**src/pin_mux_cfg.svh**
```systemverilog
/*
  register addresses, reset values and bit-space base addresses for the bit ports and
  pass-through multiplexers; assumes an 8-bit core data bus
*/
`ifndef PIN_MUX_CFG_SVH
`define PIN_MUX_CFG_SVH

`define ADDR_BIT_PORT_LOW_IO        16'h0080
`define ADDR_BIT_PORT_HIGH_IO       16'h0090
`define ADDR_PASS_THROUGH_SELECT    16'h7f85
`define ADDR_BIT_PORT_LOW_DIRECTION 16'h7fad
`define ADDR_BIT_PORT_HIGH_DIRECTION 16'h7fae
`define RESET_BYTE                  8'h00
`define BIT_SPACE_LOW_BASE          8'h80
`define BIT_SPACE_HIGH_BASE         8'h90

`endif

```
**src/pin_mux_pkg.sv**
```systemverilog
/*
  types shared by the pin logic; assumes nothing beyond the cfg header
*/
package pin_mux_pkg;
  typedef logic [7:0] byte_t;
  typedef enum logic [1:0] {
    SPACE_SFR  = 2'b00,
    SPACE_XMEM = 2'b01,
    SPACE_BIT  = 2'b11
  } space_e;
endpackage

```
**src/bit_gpio_and_pass_through_mux.sv**
```systemverilog
/*
  bit ports, their direction registers and eight pass-through multiplexers.
  assumes the core issues one access per cycle; pin inputs are asynchronous
  and pass two flip-flops before use
*/
// Function
// low bit port at sfr 0x80, resets zero
// low port direction register, one means output
// high bit port at sfr 0x90, resets zero
// high port direction register, same encoding
// eight independent pass-through pairs
// source pin k pairs target pin k
// pass select register, bit k pair k
// select zero: both pins ordinary
// select one: target carries source signal
// only core accesses select register
// passing target is always an output
// normal target direction from own bit
// passing target input not reflected
// source pins always raise core events
// shared io address, input pins read live
// single-bit set and clear per pin
// output source drives its output value
// control registers read back last write
`timescale 1ns/1ps
`include "pin_mux_cfg.svh"

module bit_gpio_and_pass_through_mux
  import pin_mux_pkg::*;
(
  input  wire logic        clk,
  input  wire logic        nrst,
  input  wire logic        core_req,
  input  wire space_e      core_space,
  input  wire logic        core_write,
  input  wire logic [15:0] core_addr,
  input  wire logic [7:0]  core_wdata,
  input  wire logic        core_bit_value,
  output logic      [7:0]  core_rdata,
  output logic             core_rvalid,
  input  wire logic [7:0]  bit_port_low_pin_in,
  output logic      [7:0]  bit_port_low_pin_out,
  output logic      [7:0]  bit_port_low_pin_oe_n,
  input  wire logic [7:0]  bit_port_high_pin_in,
  output logic      [7:0]  bit_port_high_pin_out,
  output logic      [7:0]  bit_port_high_pin_oe_n,
  input  wire logic [7:0]  source_pin_in,
  input  wire logic [7:0]  source_pin_out_value,
  input  wire logic [7:0]  source_pin_dir,
  input  wire logic [7:0]  target_pin_in,
  input  wire logic [7:0]  target_pin_out_value,
  input  wire logic [7:0]  target_pin_dir,
  output logic      [7:0]  target_pin_out,
  output logic      [7:0]  target_pin_oe_n,
  output logic      [7:0]  target_pin_status,
  output logic      [7:0]  source_pin_event
);

  // ==========================================================
  // registers
  byte_t bit_port_low_io;
  byte_t bit_port_high_io;
  byte_t bit_port_low_direction;
  byte_t bit_port_high_direction;
  byte_t pass_through_select;

  // ==========================================================
  // pin synchronisers
  byte_t low_meta, low_sync, high_meta, high_sync;
  byte_t src_meta, src_sync, tgt_meta, tgt_sync, src_prev;

  // events compare the two settled stages, never the first one
  always_ff @(posedge clk or negedge nrst) begin
    if (!nrst) begin
      low_meta  <= `RESET_BYTE;
      low_sync  <= `RESET_BYTE;
      high_meta <= `RESET_BYTE;
      high_sync <= `RESET_BYTE;
      src_meta  <= `RESET_BYTE;
      src_sync  <= `RESET_BYTE;
      tgt_meta  <= `RESET_BYTE;
      tgt_sync  <= `RESET_BYTE;
      src_prev  <= `RESET_BYTE;
    end else begin
      low_meta  <= bit_port_low_pin_in;
      low_sync  <= low_meta;
      high_meta <= bit_port_high_pin_in;
      high_sync <= high_meta;
      src_meta  <= source_pin_in;
      src_sync  <= src_meta;
      tgt_meta  <= target_pin_in;
      tgt_sync  <= tgt_meta;
      src_prev  <= src_sync;
    end
  end

  // ==========================================================
  // address decode
  logic       wr, rd;
  logic       bit_hit_low, bit_hit_high;
  logic [2:0] bit_idx;

  assign wr = core_req && core_write;
  assign rd = core_req && !core_write;
  assign bit_idx = core_addr[2:0];
  // bit space fits one byte, so the upper address byte is not decoded
  assign bit_hit_low  = wr && core_space == SPACE_BIT &&
                        core_addr[7:3] == 5'(`BIT_SPACE_LOW_BASE >> 3);
  assign bit_hit_high = wr && core_space == SPACE_BIT &&
                        core_addr[7:3] == 5'(`BIT_SPACE_HIGH_BASE >> 3);

  function automatic logic sfr_hit(input logic [15:0] a, input logic [15:0] r);
    sfr_hit = core_space == SPACE_SFR && a == r;
  endfunction

  function automatic logic xm_hit(input logic [15:0] a, input logic [15:0] r);
    xm_hit = core_space == SPACE_XMEM && a == r;
  endfunction

  // ==========================================================
  // bit port latches
  always_ff @(posedge clk or negedge nrst) begin
    if (!nrst) begin
      bit_port_low_io <= `RESET_BYTE;
    end else if (wr && sfr_hit(core_addr, `ADDR_BIT_PORT_LOW_IO)) begin
      bit_port_low_io <= core_wdata;
    end else if (bit_hit_low) begin
      bit_port_low_io[bit_idx] <= core_bit_value;
    end
  end

  always_ff @(posedge clk or negedge nrst) begin
    if (!nrst) begin
      bit_port_high_io <= `RESET_BYTE;
    end else if (wr && sfr_hit(core_addr, `ADDR_BIT_PORT_HIGH_IO)) begin
      bit_port_high_io <= core_wdata;
    end else if (bit_hit_high) begin
      bit_port_high_io[bit_idx] <= core_bit_value;
    end
  end

  // ==========================================================
  // direction and pass select registers, core side only
  always_ff @(posedge clk or negedge nrst) begin
    if (!nrst) begin
      bit_port_low_direction <= `RESET_BYTE;
    end else if (wr && xm_hit(core_addr, `ADDR_BIT_PORT_LOW_DIRECTION)) begin
      bit_port_low_direction <= core_wdata;
    end
  end

  always_ff @(posedge clk or negedge nrst) begin
    if (!nrst) begin
      bit_port_high_direction <= `RESET_BYTE;
    end else if (wr && xm_hit(core_addr, `ADDR_BIT_PORT_HIGH_DIRECTION)) begin
      bit_port_high_direction <= core_wdata;
    end
  end

  always_ff @(posedge clk or negedge nrst) begin
    if (!nrst) begin
      pass_through_select <= `RESET_BYTE;
    end else if (wr && xm_hit(core_addr, `ADDR_PASS_THROUGH_SELECT)) begin
      pass_through_select <= core_wdata;
    end
  end

  // ==========================================================
  // read back
  byte_t low_read, high_read, next_rdata;

  assign low_read  = (bit_port_low_direction & bit_port_low_io) |
                     (~bit_port_low_direction & low_sync);
  assign high_read = (bit_port_high_direction & bit_port_high_io) |
                     (~bit_port_high_direction & high_sync);

  always_comb begin
    next_rdata = `RESET_BYTE;
    if (sfr_hit(core_addr, `ADDR_BIT_PORT_LOW_IO)) begin
      next_rdata = low_read;
    end else if (sfr_hit(core_addr, `ADDR_BIT_PORT_HIGH_IO)) begin
      next_rdata = high_read;
    end else if (xm_hit(core_addr, `ADDR_BIT_PORT_LOW_DIRECTION)) begin
      next_rdata = bit_port_low_direction;
    end else if (xm_hit(core_addr, `ADDR_BIT_PORT_HIGH_DIRECTION)) begin
      next_rdata = bit_port_high_direction;
    end else if (xm_hit(core_addr, `ADDR_PASS_THROUGH_SELECT)) begin
      next_rdata = pass_through_select;
    end
  end

  // rdata is zero outside a read so a stale byte never leaks
  always_ff @(posedge clk or negedge nrst) begin
    if (!nrst) begin
      core_rdata  <= `RESET_BYTE;
      core_rvalid <= 1'b0;
    end else begin
      core_rvalid <= rd;
      core_rdata  <= rd ? next_rdata : `RESET_BYTE;
    end
  end

  // ==========================================================
  // bit port pin drivers
  always_ff @(posedge clk or negedge nrst) begin
    if (!nrst) begin
      bit_port_low_pin_out   <= `RESET_BYTE;
      bit_port_low_pin_oe_n  <= ~`RESET_BYTE;
      bit_port_high_pin_out  <= `RESET_BYTE;
      bit_port_high_pin_oe_n <= ~`RESET_BYTE;
    end else begin
      bit_port_low_pin_out   <= bit_port_low_io;
      bit_port_low_pin_oe_n  <= ~bit_port_low_direction;
      bit_port_high_pin_out  <= bit_port_high_io;
      bit_port_high_pin_oe_n <= ~bit_port_high_direction;
    end
  end

  // ==========================================================
  // pass-through multiplexers
  byte_t next_target_out, next_target_oe_n, next_status, pass_value;

  // output source carries its driven value, input source its pin level
  assign pass_value = (source_pin_dir & source_pin_out_value) |
                      (~source_pin_dir & src_sync);

  always_comb begin
    next_target_out  = `RESET_BYTE;
    next_target_oe_n = `RESET_BYTE;
    next_status      = `RESET_BYTE;
    for (int k = 0; k < 8; k++) begin
      if (pass_through_select[k]) begin
        next_target_out[k]  = pass_value[k];
        next_target_oe_n[k] = 1'b0;
        next_status[k]      = 1'b0;
      end else begin
        next_target_out[k]  = target_pin_out_value[k];
        next_target_oe_n[k] = ~target_pin_dir[k];
        next_status[k]      = tgt_sync[k];
      end
    end
  end

  always_ff @(posedge clk or negedge nrst) begin
    if (!nrst) begin
      target_pin_out    <= `RESET_BYTE;
      target_pin_oe_n   <= ~`RESET_BYTE;
      target_pin_status <= `RESET_BYTE;
      source_pin_event  <= `RESET_BYTE;
    end else begin
      target_pin_out    <= next_target_out;
      target_pin_oe_n   <= next_target_oe_n;
      target_pin_status <= next_status;
      source_pin_event  <= src_sync ^ src_prev;
    end
  end

  // ==========================================================
  // assertions
  a_low_reset_zero: assert property (@(posedge clk)
    $rose(nrst) |-> bit_port_low_io == 8'h00)
    else $error("low port latch not zero after reset");
  a_pass_drives: assert property (@(posedge clk) disable iff (!nrst)
    pass_through_select[0] |=> target_pin_oe_n[0] == 1'b0)
    else $error("passing target not driven");
  a_normal_dir: assert property (@(posedge clk) disable iff (!nrst)
    !pass_through_select[3] |=> target_pin_oe_n[3] == !$past(target_pin_dir[3]))
    else $error("normal target direction wrong");
  a_pass_value: assert property (@(posedge clk) disable iff (!nrst)
    pass_through_select[2] && !source_pin_dir[2] |=>
      target_pin_out[2] == $past(src_sync[2]))
    else $error("target does not carry source");
  a_pass_hides: assert property (@(posedge clk) disable iff (!nrst)
    pass_through_select != 8'h00 |=>
      (target_pin_status & $past(pass_through_select)) == 8'h00)
    else $error("passing target status visible");
  a_bit_set: assert property (@(posedge clk) disable iff (!nrst)
    bit_hit_low |=> bit_port_low_io ==
      (($past(bit_port_low_io) & ~(8'h01 << $past(bit_idx))) |
      ({7'h00, $past(core_bit_value)} << $past(bit_idx))))
    else $error("bit write disturbed other bits");
  a_sel_readback: assert property (@(posedge clk) disable iff (!nrst)
    wr && xm_hit(core_addr, `ADDR_PASS_THROUGH_SELECT) ##1 !core_req ##1
      rd && xm_hit(core_addr, `ADDR_PASS_THROUGH_SELECT) |=>
      core_rdata == $past(core_wdata, 3))
    else $error("select register readback wrong");
  a_live_input: assert property (@(posedge clk) disable iff (!nrst)
    rd && sfr_hit(core_addr, `ADDR_BIT_PORT_HIGH_IO) && bit_port_high_direction == 8'h00
      |=> core_rdata == $past(high_sync))
    else $error("input pin level not read live");
  a_source_event: assert property (@(posedge clk) disable iff (!nrst)
    src_sync[0] != src_prev[0] |=> source_pin_event[0])
    else $error("source edge lost under pass-through");
  a_high_reset_zero: assert property (@(posedge clk)
    $rose(nrst) |-> {bit_port_high_io, bit_port_low_direction,
                     bit_port_high_direction, pass_through_select} == 32'h00000000)
    else $error("control register not zero after reset");
  a_byte_write: assert property (@(posedge clk) disable iff (!nrst)
    wr && sfr_hit(core_addr, `ADDR_BIT_PORT_LOW_IO) |=>
      bit_port_low_io == $past(core_wdata))
    else $error("port byte write lost");
  a_high_bit: assert property (@(posedge clk) disable iff (!nrst)
    bit_hit_high |=> bit_port_high_io ==
      (($past(bit_port_high_io) & ~(8'h01 << $past(bit_idx))) |
      ({7'h00, $past(core_bit_value)} << $past(bit_idx))))
    else $error("high port bit write disturbed other bits");
  a_dir_write: assert property (@(posedge clk) disable iff (!nrst)
    wr && xm_hit(core_addr, `ADDR_BIT_PORT_HIGH_DIRECTION) |=>
      bit_port_high_direction == $past(core_wdata))
    else $error("direction write lost");
  a_sel_write: assert property (@(posedge clk) disable iff (!nrst)
    wr && xm_hit(core_addr, `ADDR_PASS_THROUGH_SELECT) |=>
      pass_through_select == $past(core_wdata))
    else $error("select write lost");
  a_port_oe: assert property (@(posedge clk) disable iff (!nrst)
    1'b1 |=> {bit_port_low_pin_oe_n, bit_port_high_pin_oe_n} ==
      ~{$past(bit_port_low_direction), $past(bit_port_high_direction)})
    else $error("port drive enable wrong");
  a_normal_value: assert property (@(posedge clk) disable iff (!nrst)
    pass_through_select != 8'hff |=> ((target_pin_out ^ $past(target_pin_out_value)) &
      ~$past(pass_through_select)) == 8'h00)
    else $error("normal target drive wrong");
  a_pass_outsrc: assert property (@(posedge clk) disable iff (!nrst)
    pass_through_select[1] && source_pin_dir[1] |=>
      target_pin_out[1] == $past(source_pin_out_value[1]))
    else $error("output source value not passed");
  a_read_pulse: assert property (@(posedge clk) disable iff (!nrst)
    rd |=> core_rvalid)
    else $error("read not answered");
  a_idle_quiet: assert property (@(posedge clk) disable iff (!nrst)
    !rd |=> !core_rvalid && core_rdata == 8'h00)
    else $error("read data outside a read");

  // ==========================================================
  // coverage of the main scenarios
  c_pass_on: cover property (@(posedge clk) disable iff (!nrst)
    $rose(pass_through_select[7]));
  c_bit_clear: cover property (@(posedge clk) disable iff (!nrst)
    bit_hit_high && !core_bit_value);
  c_readback: cover property (@(posedge clk) disable iff (!nrst)
    core_rvalid && core_rdata != 8'h00);
  c_pass_outsrc: cover property (@(posedge clk) disable iff (!nrst)
    pass_through_select[1] && source_pin_dir[1]);
  c_live_read: cover property (@(posedge clk) disable iff (!nrst)
    rd && sfr_hit(core_addr, `ADDR_BIT_PORT_HIGH_IO) && bit_port_high_direction == 8'h00);

endmodule // bit_gpio_and_pass_through_mux

```
**config.mk**
```make
export PLATFORM = sky130hd
export DESIGN_NAME = bit_gpio_and_pass_through_mux
export DESIGN_NICKNAME = d
export VERILOG_FILES = /design/src/pin_mux_pkg.sv /design/src/bit_gpio_and_pass_through_mux.sv
export VERILOG_INCLUDE_DIRS = /design/src /design/src/src
export SDC_FILE = /design/constraint.sdc
export NUM_CORES = 1
export LEC_CHECK = 0
export BUFFER_PORTS_ARGS = -buffer_cell sky130_fd_sc_hd__buf_4
export CAP_MARGIN = 20
export CORE_MARGIN = 2
export CORE_UTILIZATION = 48
export DETAILED_ROUTE_END_ITERATION = 8
export PLACE_DENSITY = 0.73
export SYNTH_ARGS = -nofsm -noshare
export SYNTH_HDL_FRONTEND = slang
export SYNTH_SLANG_ARGS = --single-unit
```
**constraint.sdc**
```tcl
create_clock -name clk -period 1.6 [get_ports clk]
set_clock_uncertainty 0.1 [all_clocks]
set_input_delay 0 -clock clk [delete_from_list [all_inputs] [get_ports clk]]
set_output_delay 0 -clock clk [all_outputs]
set_load 0.01 [all_outputs]
```
==> impl_results.md, run 1 <==
- Setup TNS: 0 ps
- Mapped Area: 6620 um^2
- Non-filler instance count after layout: 945
- Clock Root Buffer: clkbuf_16
- Die Wd: 121 um
- Ys async rst share: 100%
- Fin crit share: 94.5%
- Synth cell types: 40
- Fillers: 903
- Remaining DRCs: 0
- Max FO, Critical Path: 6
- Max Slew Vio Count: 0
- Wire per inst: 17.5 um
- Clock Tree Buf Depth: 2
- Pwr dens: 1020 nW/um^2
- Die ar.: 14,700 um^2
- Yosys warnings: 0
- Clock Pin Slew Worst Setup and Hold Paths: 70 ps
- Die Ht: 121 um
- Most common cell after layout, fill and taps aside: buf_4
- Post-CTS Setup Inserts: 0
- CP peak stage delay: 570 ps
- Final hold slack: 17.8 ps
- CP Data Arrival Time: 1720 ps
- Inst Count DP: 842
- Inserted Clock Buffers: 17
- Maximum vdd drop: 0.636 mV
- Clock Latency Late Sink: 430 ps
- Clock Sinks: 185
- Worst endpoint required time: 1810 ps
- Yosys reg bits: 185
- CP Capture Type: flop
- First-pass GRT wire length: 25.9 mm
- Layout area overhead: 48.4%
- Most frequent cells in the layout: buf_4 (205), dfrtp_1 (161), dlygate4sd3_1 (71)
- Syn Inst Count: 470
- Antenna-violating nets left: 0
- Router iterations before antenna repair: 5
- ANT cells: 0
- Final Hold Viols: 0
- WS Path Type: reg -> reg
- CP max stage cell: dlygate4sd3_1
- Initial Utilization: 49.6%
- Vias: 4,847
- H-tree depth: 4
- Via-to-Cell Ratio: 5.13
- RSZ-0062 raised after global routing: no
- Final WL: 16.5 mm
- Seq/Total Area, Yosys: 70.4%
- Layout cells sized above 1: 41.6%
- Post-synth EDFFs: 0
- Maxcap violations: 0
- # setup viols final: 0
- DP Worst Slack: -351 ps
- Minimum clock period: 1510 ps
- HP Class: in -> reg
- Max Clk Rate: 0.661 GHz
- Multi-input logic area: 1920 um^2
- TritonCTS clock tree: built
- Synth Flop Type: dfrtp_1
- Top Ports: 168
- GRT Resource Usage Total: 23.5%
- GPL Wtd Cong: 0.923
- Crit-path cells: nor2_1 > a21oi_1 > dlygate4sd3_1
- Final nets: 851
- Core area: 13,300 um^2
- Net Count, Synth: 565
- Avg Cell Area, Syn: 14.1 um^2
- Antenna violations before repair: 0
- Placement row count: 42
- Register area: 4660 um^2
- Final setup margin: 88.2 ps
- Leak: 4.62 nW
- Crit start category: flop
- Port Buffers: 167
- Number of global-route vias before repair: 4,996
- Slew HR: 72.8%
- Status: completed
- Worst-margin pin slew: 404 ps
- Largest net degree at the start of global routing: 70
- Grt ovf: 0
- Starting DRT DRC Count: 309
- DP Wirelength: 11.5 mm
worst paths after layout:
kind | startpoint | endpoint | slack [ps] | cells past startpoint
worst max-delay path | pass_through_select[6]$_DFFE_PN0P_ | target_pin_out[6]$_DFF_PN0_ | 90 | 3
worst min-delay path | core_addr[0] | bit_port_high_io[0]$_DFFE_PN0P_ | 20 | 5
worst max register to register | pass_through_select[6]$_DFFE_PN0P_ | target_pin_out[6]$_DFF_PN0_ | 90 | 3
worst min register to register | low_meta[6]$_DFF_PN0_ | low_sync[6]$_DFF_PN0_ | 250 | 0
max in group asynchronous | nrst | bit_port_low_pin_oe_n[4]$_DFF_PN1_ | 160 | 4
min in group asynchronous | nrst | src_sync[0]$_DFF_PN0_ | 480 | 3
metrics by stage:
stage	total power [mW]	utilization, %	cell area (um^2)
finish	9.98	73.6	9830
global route	10.3	73.6	9830
CTS	10.0	73.5	9810
detailed placement	5.62	63.6	8490
global placement	5.60	63.6	8490
floorplan	5.13	-	6710
critical path: cells and delay by family, from the launching register on:
family | cells | cell delay (ps)
AOI/OAI and AO/OA | 1 | 60
buffers and inverters | 1 | 570
DFF | 1 | 490
and+or+nand+nor | 1 | 170
logic make-up (layout without fill, tap and decap cells):
family                    count (synthesis)  in the layout  synth area share, %
DFF                                     185            185                 70.4
and+or+nand+nor                         112            112                 9.66
AOI/OAI and AO/OA                        68             68                 6.73
muxes                                    64             64                 10.2
buffers and inverters                    33            332                 1.95
xor gates and xnor gates                  8              8                 1.06
per-layer routing:
| layer | track usage [%] | vias up | part of all wire, % |
|---|---|---|---|
| met1 | 29.7 | 2430 | 41 |
| met5 | 0 | - | 0 |
| li1 | - | 2219 | - |
| met4 | 8.76 | 0 | 1.9 |
| met2 | 40.1 | 172 | 51 |
| met3 | 4.98 | 26 | 6.1 |
power breakdown:
group / internal [mW] / total, mW / switching, mW
Combinational: 0.437 / 0.791 / 0.354
Clock: 2.51 / 4.30 / 1.78
Sequential: 4.84 / 4.89 / 0.0529
Total: 7.79 / 9.98 / 2.19
timing repair:
| action | 4_1_cts | 5_1_grt |
|---|---|---|
| endpoints found under the setup margin | 0 | 2 |
| resized for setup | 0 | 3 |
| hold buffers | 71 | 0 |
| hold endpoints to repair | 259 | 0 |
final cells by class:
| class | instances | share of cell area (%) |
|---|---|---|
| clock buffer | 19 | 4.51 |
| clock inverter | 13 | 1.71 |
| inverter | 18 | 0.688 |
| multi-input combinational | 252 | 19.5 |
| sequential | 185 | 47.4 |
| tap | 176 | 2.24 |
| timing repair buffer | 282 | 23.9 |
cell usage after synthesis (all sizes together), types with 10 or more instances:
library cell  instances  area [um^2]
dfrtp               161         4030
nand2                18         67.6
nor4                 13          103
clkbuf               10         37.5
mux2                 28          315
a21oi                28          140
nor2                 38          143
mux2i                36          360
o21ai                12         60.1
nor2b                10         62.6
dfstp                24          631
inv                  18         67.6
Note: power is estimated with default switching activity, not from simulation.
==> run 2, diff against run 1 <==
HOLD_SLACK_MARGIN = 0.12   (was not set)
==> run 2 against run 1 <==
- routed wire length up 4.4%
- final cell count up 3.2%
- utilization up 2.2 points
- worst hold slack better by 7.3 ps
- power up 0.74%
- clock-buffer cell count unchanged
- final area up 3.0%
- setup slack worse by 21 ps
- sequential power about the same
- critical path type unchanged
- largest power group unchanged
==> impl_results.md, run 2 (synthesized netlist as in run 1, its figures left out) <==
- Max Slew Vio Count: 0
- Maxcap violations: 0
- First-pass GRT wire length: 27.0 mm
- Core area: 13,300 um^2
- DP Worst Slack: -351 ps
- Inst Count DP: 842
- # setup viols final: 0
- Multi-input logic area: 1910 um^2
- Most common cell after layout, fill and taps aside: buf_4
- Clock Sinks: 185
- Grt ovf: 0
- CP Capture Type: flop
- Setup crit start: pass_through_select[6]$_DFFE_PN0P_
- Die ar.: 14,700 um^2
- R2R Path End: target_pin_out[6]$_DFF_PN0_
- DP Wirelength: 11.5 mm
- Via-to-Cell Ratio: 5.13
- CP max stage cell: dlygate4sd3_1
- TritonCTS clock tree: built
- Die Wd: 121 um
- Layout cells sized above 1: 39.9%
- H-tree depth: 4
- Post-CTS Setup Inserts: 0
- Clock power frac: 42.9%
- Top Ports: 168
- Number of global-route vias before repair: 5,215
- Pwr dens: 993 nW/um^2
- Min-delay src: core_addr[11]
- Antenna-violating nets left: 0
- Layout area overhead: 52.8%
- Total Power: 10.0 mW
- Final setup margin: 67.6 ps
- Final Hold Viols: 0
- CP peak stage delay: 570 ps
- Fin crit share: 95.8%
- Most frequent cells in the layout: buf_4 (206), dfrtp_1 (161), dlygate4sd3_1 (101)
- Crit-path cells: nor2_1 > a21oi_1 > dlygate4sd3_1
- Starting DRT DRC Count: 326
- Worst endpoint required time: 1810 ps
- Die Ht: 121 um
- Switching part of the total: 22.0%
- Setup slack, reg-to-reg: 70 ps
- Antenna violations before repair: 0
- Status: completed
- Combinational Power Share: 8.5%
- Non-filler instance count after layout: 975
- Port Buffers: 167
- Router iterations before antenna repair: 5
- Slew HR: 73.4%
- Switching pwr: 2.21 mW
- Wire per inst: 17.7 um
- Leak: 4.74 nW
- WS Path Type: reg -> reg
- Final hold slack: 25.1 ps
- Maximum vdd drop: 0.647 mV
- Clock Tree Buf Depth: 2
- Initial Utilization: 49.6%
- Worst-margin pin slew: 396 ps
- Register area: 4660 um^2
- Final Util: 75.8%
- Largest net degree at the start of global routing: 70
- Hold EP: core_rdata[3]$_DFF_PN0_
- Remaining DRCs: 0
- Crit start category: flop
- R2R cell count: 3
- Final nets: 881
- Final WL: 17.3 mm
- Fillers: 855
- Clock Latency Late Sink: 430 ps
- Inserted Clock Buffers: 17
- Placement row count: 42
- HP Class: in -> reg
- Minimum clock period: 1530 ps
- RSZ-0062 raised after global routing: no
- Clock Pin Slew Worst Setup and Hold Paths: 70 ps
- Worst Hold Path Cells: 6
- ANT cells: 0
- Max Clk Rate: 0.653 GHz
- Vias: 4,999
- Clock Root Buffer: clkbuf_16
- R2R Path Start: pass_through_select[6]$_DFFE_PN0P_
- CP Data Arrival Time: 1750 ps
- P_int: 7.84 mW
- Sequential power share: 48.7%
- GRT Resource Usage Total: 24.6%
- GPL Wtd Cong: 0.923
- Max FO, Critical Path: 6
run 2: how the worst max path moves through the flow:
| stage | endpoint | slack (ps) | depth (start not counted) |
|---|---|---|---|
| global placement | bit_port_low_io[2]$_DFFE_PN0P_ | -290 | 6 |
| finish | target_pin_out[6]$_DFF_PN0_ | 70 | 3 |
| global route | bit_port_low_io[2]$_DFFE_PN0P_ | 0.7 | 6 |
| detailed placement | bit_port_low_io[2]$_DFFE_PN0P_ | -350 | 6 |
| floorplan | bit_port_low_io[1]$_DFFE_PN0P_ | -180 | 6 |
| CTS | bit_port_low_io[2]$_DFFE_PN0P_ | 100 | 6 |
run 2: critical path, delay by kind of cell (launching register included):
| family | cells | cell delay, ps |
|---|---|---|
| AO/OA/AOI/OAI | 1 | 50 |
| buffers and inverters | 1 | 570 |
| flip-flops | 1 | 500 |
| AND/OR/NAND/NOR | 1 | 200 |
run 2: layer usage:
layer  global-route usage, %  vias up  wire, um
li1                        -     2284         -
met1                    30.3     2512      7090
met2                    43.1      173      8970
met3                    4.98       30       877
met4                    8.76        0       327
met5                       0        -         0
run 2: power groups by stage:
stage / Sequential, mW / Combinational (mW) / Clock [mW]
2_1_floorplan: 4.99 / 0.141 / 0
3_3_place_gp: 4.97 / 0.635 / 0
3_5_place_dp: 4.98 / 0.648 / 0
4_1_cts: 4.89 / 0.842 / 4.36
5_1_grt: 4.90 / 0.921 / 4.59
6_report: 4.89 / 0.852 / 4.31
run 2: layout make-up:
class                           count  area share (%)
Sequential cell                   185            46.1
Timing Repair Buffer              312            26.2
Multi-Input combinational cell    252            18.9
Clock buffer                       19            4.38
Tap cell                          176            2.18
Clock inverter                     13            1.66
Inverter                           18           0.668
run 2: metrics by stage:
stage                     cell area, um^2  setup TNS [ps]
after CTS                           10100               0
after global routing                10100               0
final                               10100               0
after floorplan                      6710           -3500
after detailed placement             8490          -10020
after global placement               8490           -8600
run 2: what timing repair did:
item,in CTS,in global routing
hold buffers,100,1
resized for setup,0,1
endpoints found under the hold margin,277,15
setup endpoints to repair,0,1
==> run 3, diff against run 2 <==
CORE_UTILIZATION = 52   (was 48)
PLACE_DENSITY = 0.78   (was 0.73)
==> run 3 against run 2 <==
- sequential cell count did not move
- clock-buffer cell count did not move
- sequential power barely moved
- critical endpoint is now bit_port_high_io[0]$_DFFE_PN0P_
- highest routed layer unchanged
==> impl_results.md, run 3 (synthesized netlist as in run 1, its figures left out) <==
- GPL Wtd Cong: 0.905
- Clock Sinks: 185
- Top Ports: 168
- # setup viols final: 0
- CP max stage cell: dlygate4sd3_1
- Core area: 12,500 um^2
- Maximum vdd drop: 0.645 mV
- Max Slew Vio Count: 0
- Final Util: 81.1%
- Layout cells sized above 1: 40.0%
- TritonCTS clock tree: built
- Inst Count DP: 836
- Crit start category: primary input
- Number of global-route vias before repair: 5,409
- CP Data Arrival Time: 1770 ps
- DP Worst Slack: -309 ps
- GRT Resource Usage Total: 28.6%
- Largest delay share family, worst path: buffers and inverters
- RSZ-0062 raised after global routing: yes
- Wire per inst: 18.8 um
- Placement row count: 41
- Crit path top cell by count: buf_4
- Layout area overhead: 53.3%
- Starting DRT DRC Count: 291
- Clock Latency Late Sink: 430 ps
- P_int: 7.76 mW
- ANT cells: 0
- Fin crit share: 97.0%
- Most common cell after layout, fill and taps aside: buf_4
- Vias: 5,144
- Antenna-violating nets left: 0
- Clock Root Buffer: clkbuf_16
- Initial Utilization: 52.9%
- Via-to-Cell Ratio: 5.29
- Die Ht: 117 um
- Router iterations before antenna repair: 5
- Switching pwr: 2.31 mW
- Pwr dens: 992 nW/um^2
- Maxcap violations: 0
- Clock Tree Buf Depth: 2
- Max FO, Critical Path: 9
- Die ar.: 13,600 um^2
- First-pass GRT wire length: 28.5 mm
- Final WL: 18.3 mm
- Final nets: 883
- Inserted Clock Buffers: 17
- Remaining DRCs: 0
- Grt ovf: 0
- CP Capture Type: flop
- Die Wd: 117 um
- Clock Pin Slew Worst Setup and Hold Paths: 70 ps
- Most frequent cells in the layout: buf_4 (205), dfrtp_1 (161), dlygate4sd3_1 (103)
- Leak: 4.76 nW
- Slew HR: 74.7%
- H-tree depth: 4
- DP Wirelength: 11.5 mm
- Minimum clock period: 1550 ps
- Final setup margin: 48.3 ps
- Max Clk Rate: 0.644 GHz
- CP peak stage delay: 520 ps
- Crit-path cells: dlygate4sd3_1 > buf_4 > nand4_1 > buf_4 > nor4_1 > buf_4 > nand2_1 > mux2i_1 > a21oi_2
- Clock power frac: 42.7%
- Non-filler instance count after layout: 973
- Combinational Power Share: 8.6%
- Sequential power share: 48.6%
- Port Buffers: 167
- WS Path Type: in -> reg
- Worst endpoint required time: 1820 ps
- Switching part of the total: 22.9%
- Worst-margin pin slew: 379 ps
- HP Class: in -> reg
- Largest net degree at the start of global routing: 48
- Status: completed
- Final Hold Viols: 0
- Bufs and invs on worst path: 4
- Antenna violations before repair: 0
- Post-CTS Hold Buffers: 103
- Fillers: 725
==> run 3: cell count changes in the layout (fill, tap and decap cells not counted) <==
cell	delta
bufinv_16	-1
clkbuf_1	-1
clkinv_8	+1
buf_12	+1
clkbuf_8	+1
dlygate4sd3_1	+2
inv_6	+1
inv_8	+1
buf_4	-1
clkinvlp_4	-1
clkinv_2	-1
==> run 3: stage by stage <==
| stage | area [um^2] | power [mW] | hold WS, ps | TNS [ps] |
|---|---|---|---|---|
| after CTS | 10100 | 10.1 | 53.5 | 0 |
| after global placement | 8480 | 5.60 | -170 | -8970 |
| after global routing | 10100 | 10.4 | 84.1 | -344 |
| final | 10100 | 10.1 | 72.4 | 0 |
| after detailed placement | 8480 | 5.63 | -167 | -9720 |
| after floorplan | 6710 | 5.13 | -396 | -3500 |
==> run 3: cell type report <==
type | instances | area (um^2) | area share, %
Clock inverter | 13 | 161 | 1.59
Timing Repair Buffer | 314 | 2680 | 26.4
Tap cell | 172 | 215 | 2.12
Clock buffer | 19 | 453 | 4.46
Multi-Input combinational cell | 252 | 1910 | 18.8
Inverter | 18 | 67.6 | 0.666
Sequential cell | 185 | 4660 | 45.9
==> run 3: path summary, 6_finish.rpt <==
path	cells past startpoint	slack (ps)	startpoint	to
worst max-delay path	9	50	core_write	bit_port_high_io[0]$_DFFE_PN0P_
worst min-delay path	6	70	core_addr[11]	core_rdata[1]$_DFF_PN0_
worst max register to register	3	50	pass_through_select[4]$_DFFE_PN0P_	target_pin_out[4]$_DFF_PN0_
worst min register to register	0	250	tgt_meta[2]$_DFF_PN0_	tgt_sync[2]$_DFF_PN0_
max in group asynchronous	4	290	nrst	bit_port_low_pin_oe_n[5]$_DFF_PN1_
min in group asynchronous	3	480	nrst	tgt_meta[2]$_DFF_PN0_
==> run 3: power by group through the flow <==
stage | clock (mW) | combinational (mW) | sequential [mW]
global route | 4.53 | 0.942 | 4.91
detailed placement | 0 | 0.650 | 4.98
CTS | 4.33 | 0.849 | 4.89
global placement | 0 | 0.634 | 4.97
floorplan | 0 | 0.141 | 4.99
finish | 4.30 | 0.870 | 4.90
==> run 3: repair_timing <==
| item | CTS | global route |
|---|---|---|
| buffers inserted | 0 | 2 |
| setup endpoints to repair | 0 | 13 |
| endpoints found under the hold margin | 282 | 9 |
| resized for setup | 0 | 1 |
==> run 3: worst reg2reg max path, stage by stage (launching register included) <==
cell and delay, ps:
dfrtp_1 480, nor2_1 90, a21oi_1 180, dlygate4sd3_1 620
==> run 3: layer usage <==
metal	vias to the layer above	share of wire, %	track usage (%)
met2	205	54	51.8
met1	2598	39	34.7
met3	40	5.0	5.05
met4	0	2.2	9.96
met5	-	0	0
li1	2301	-	-
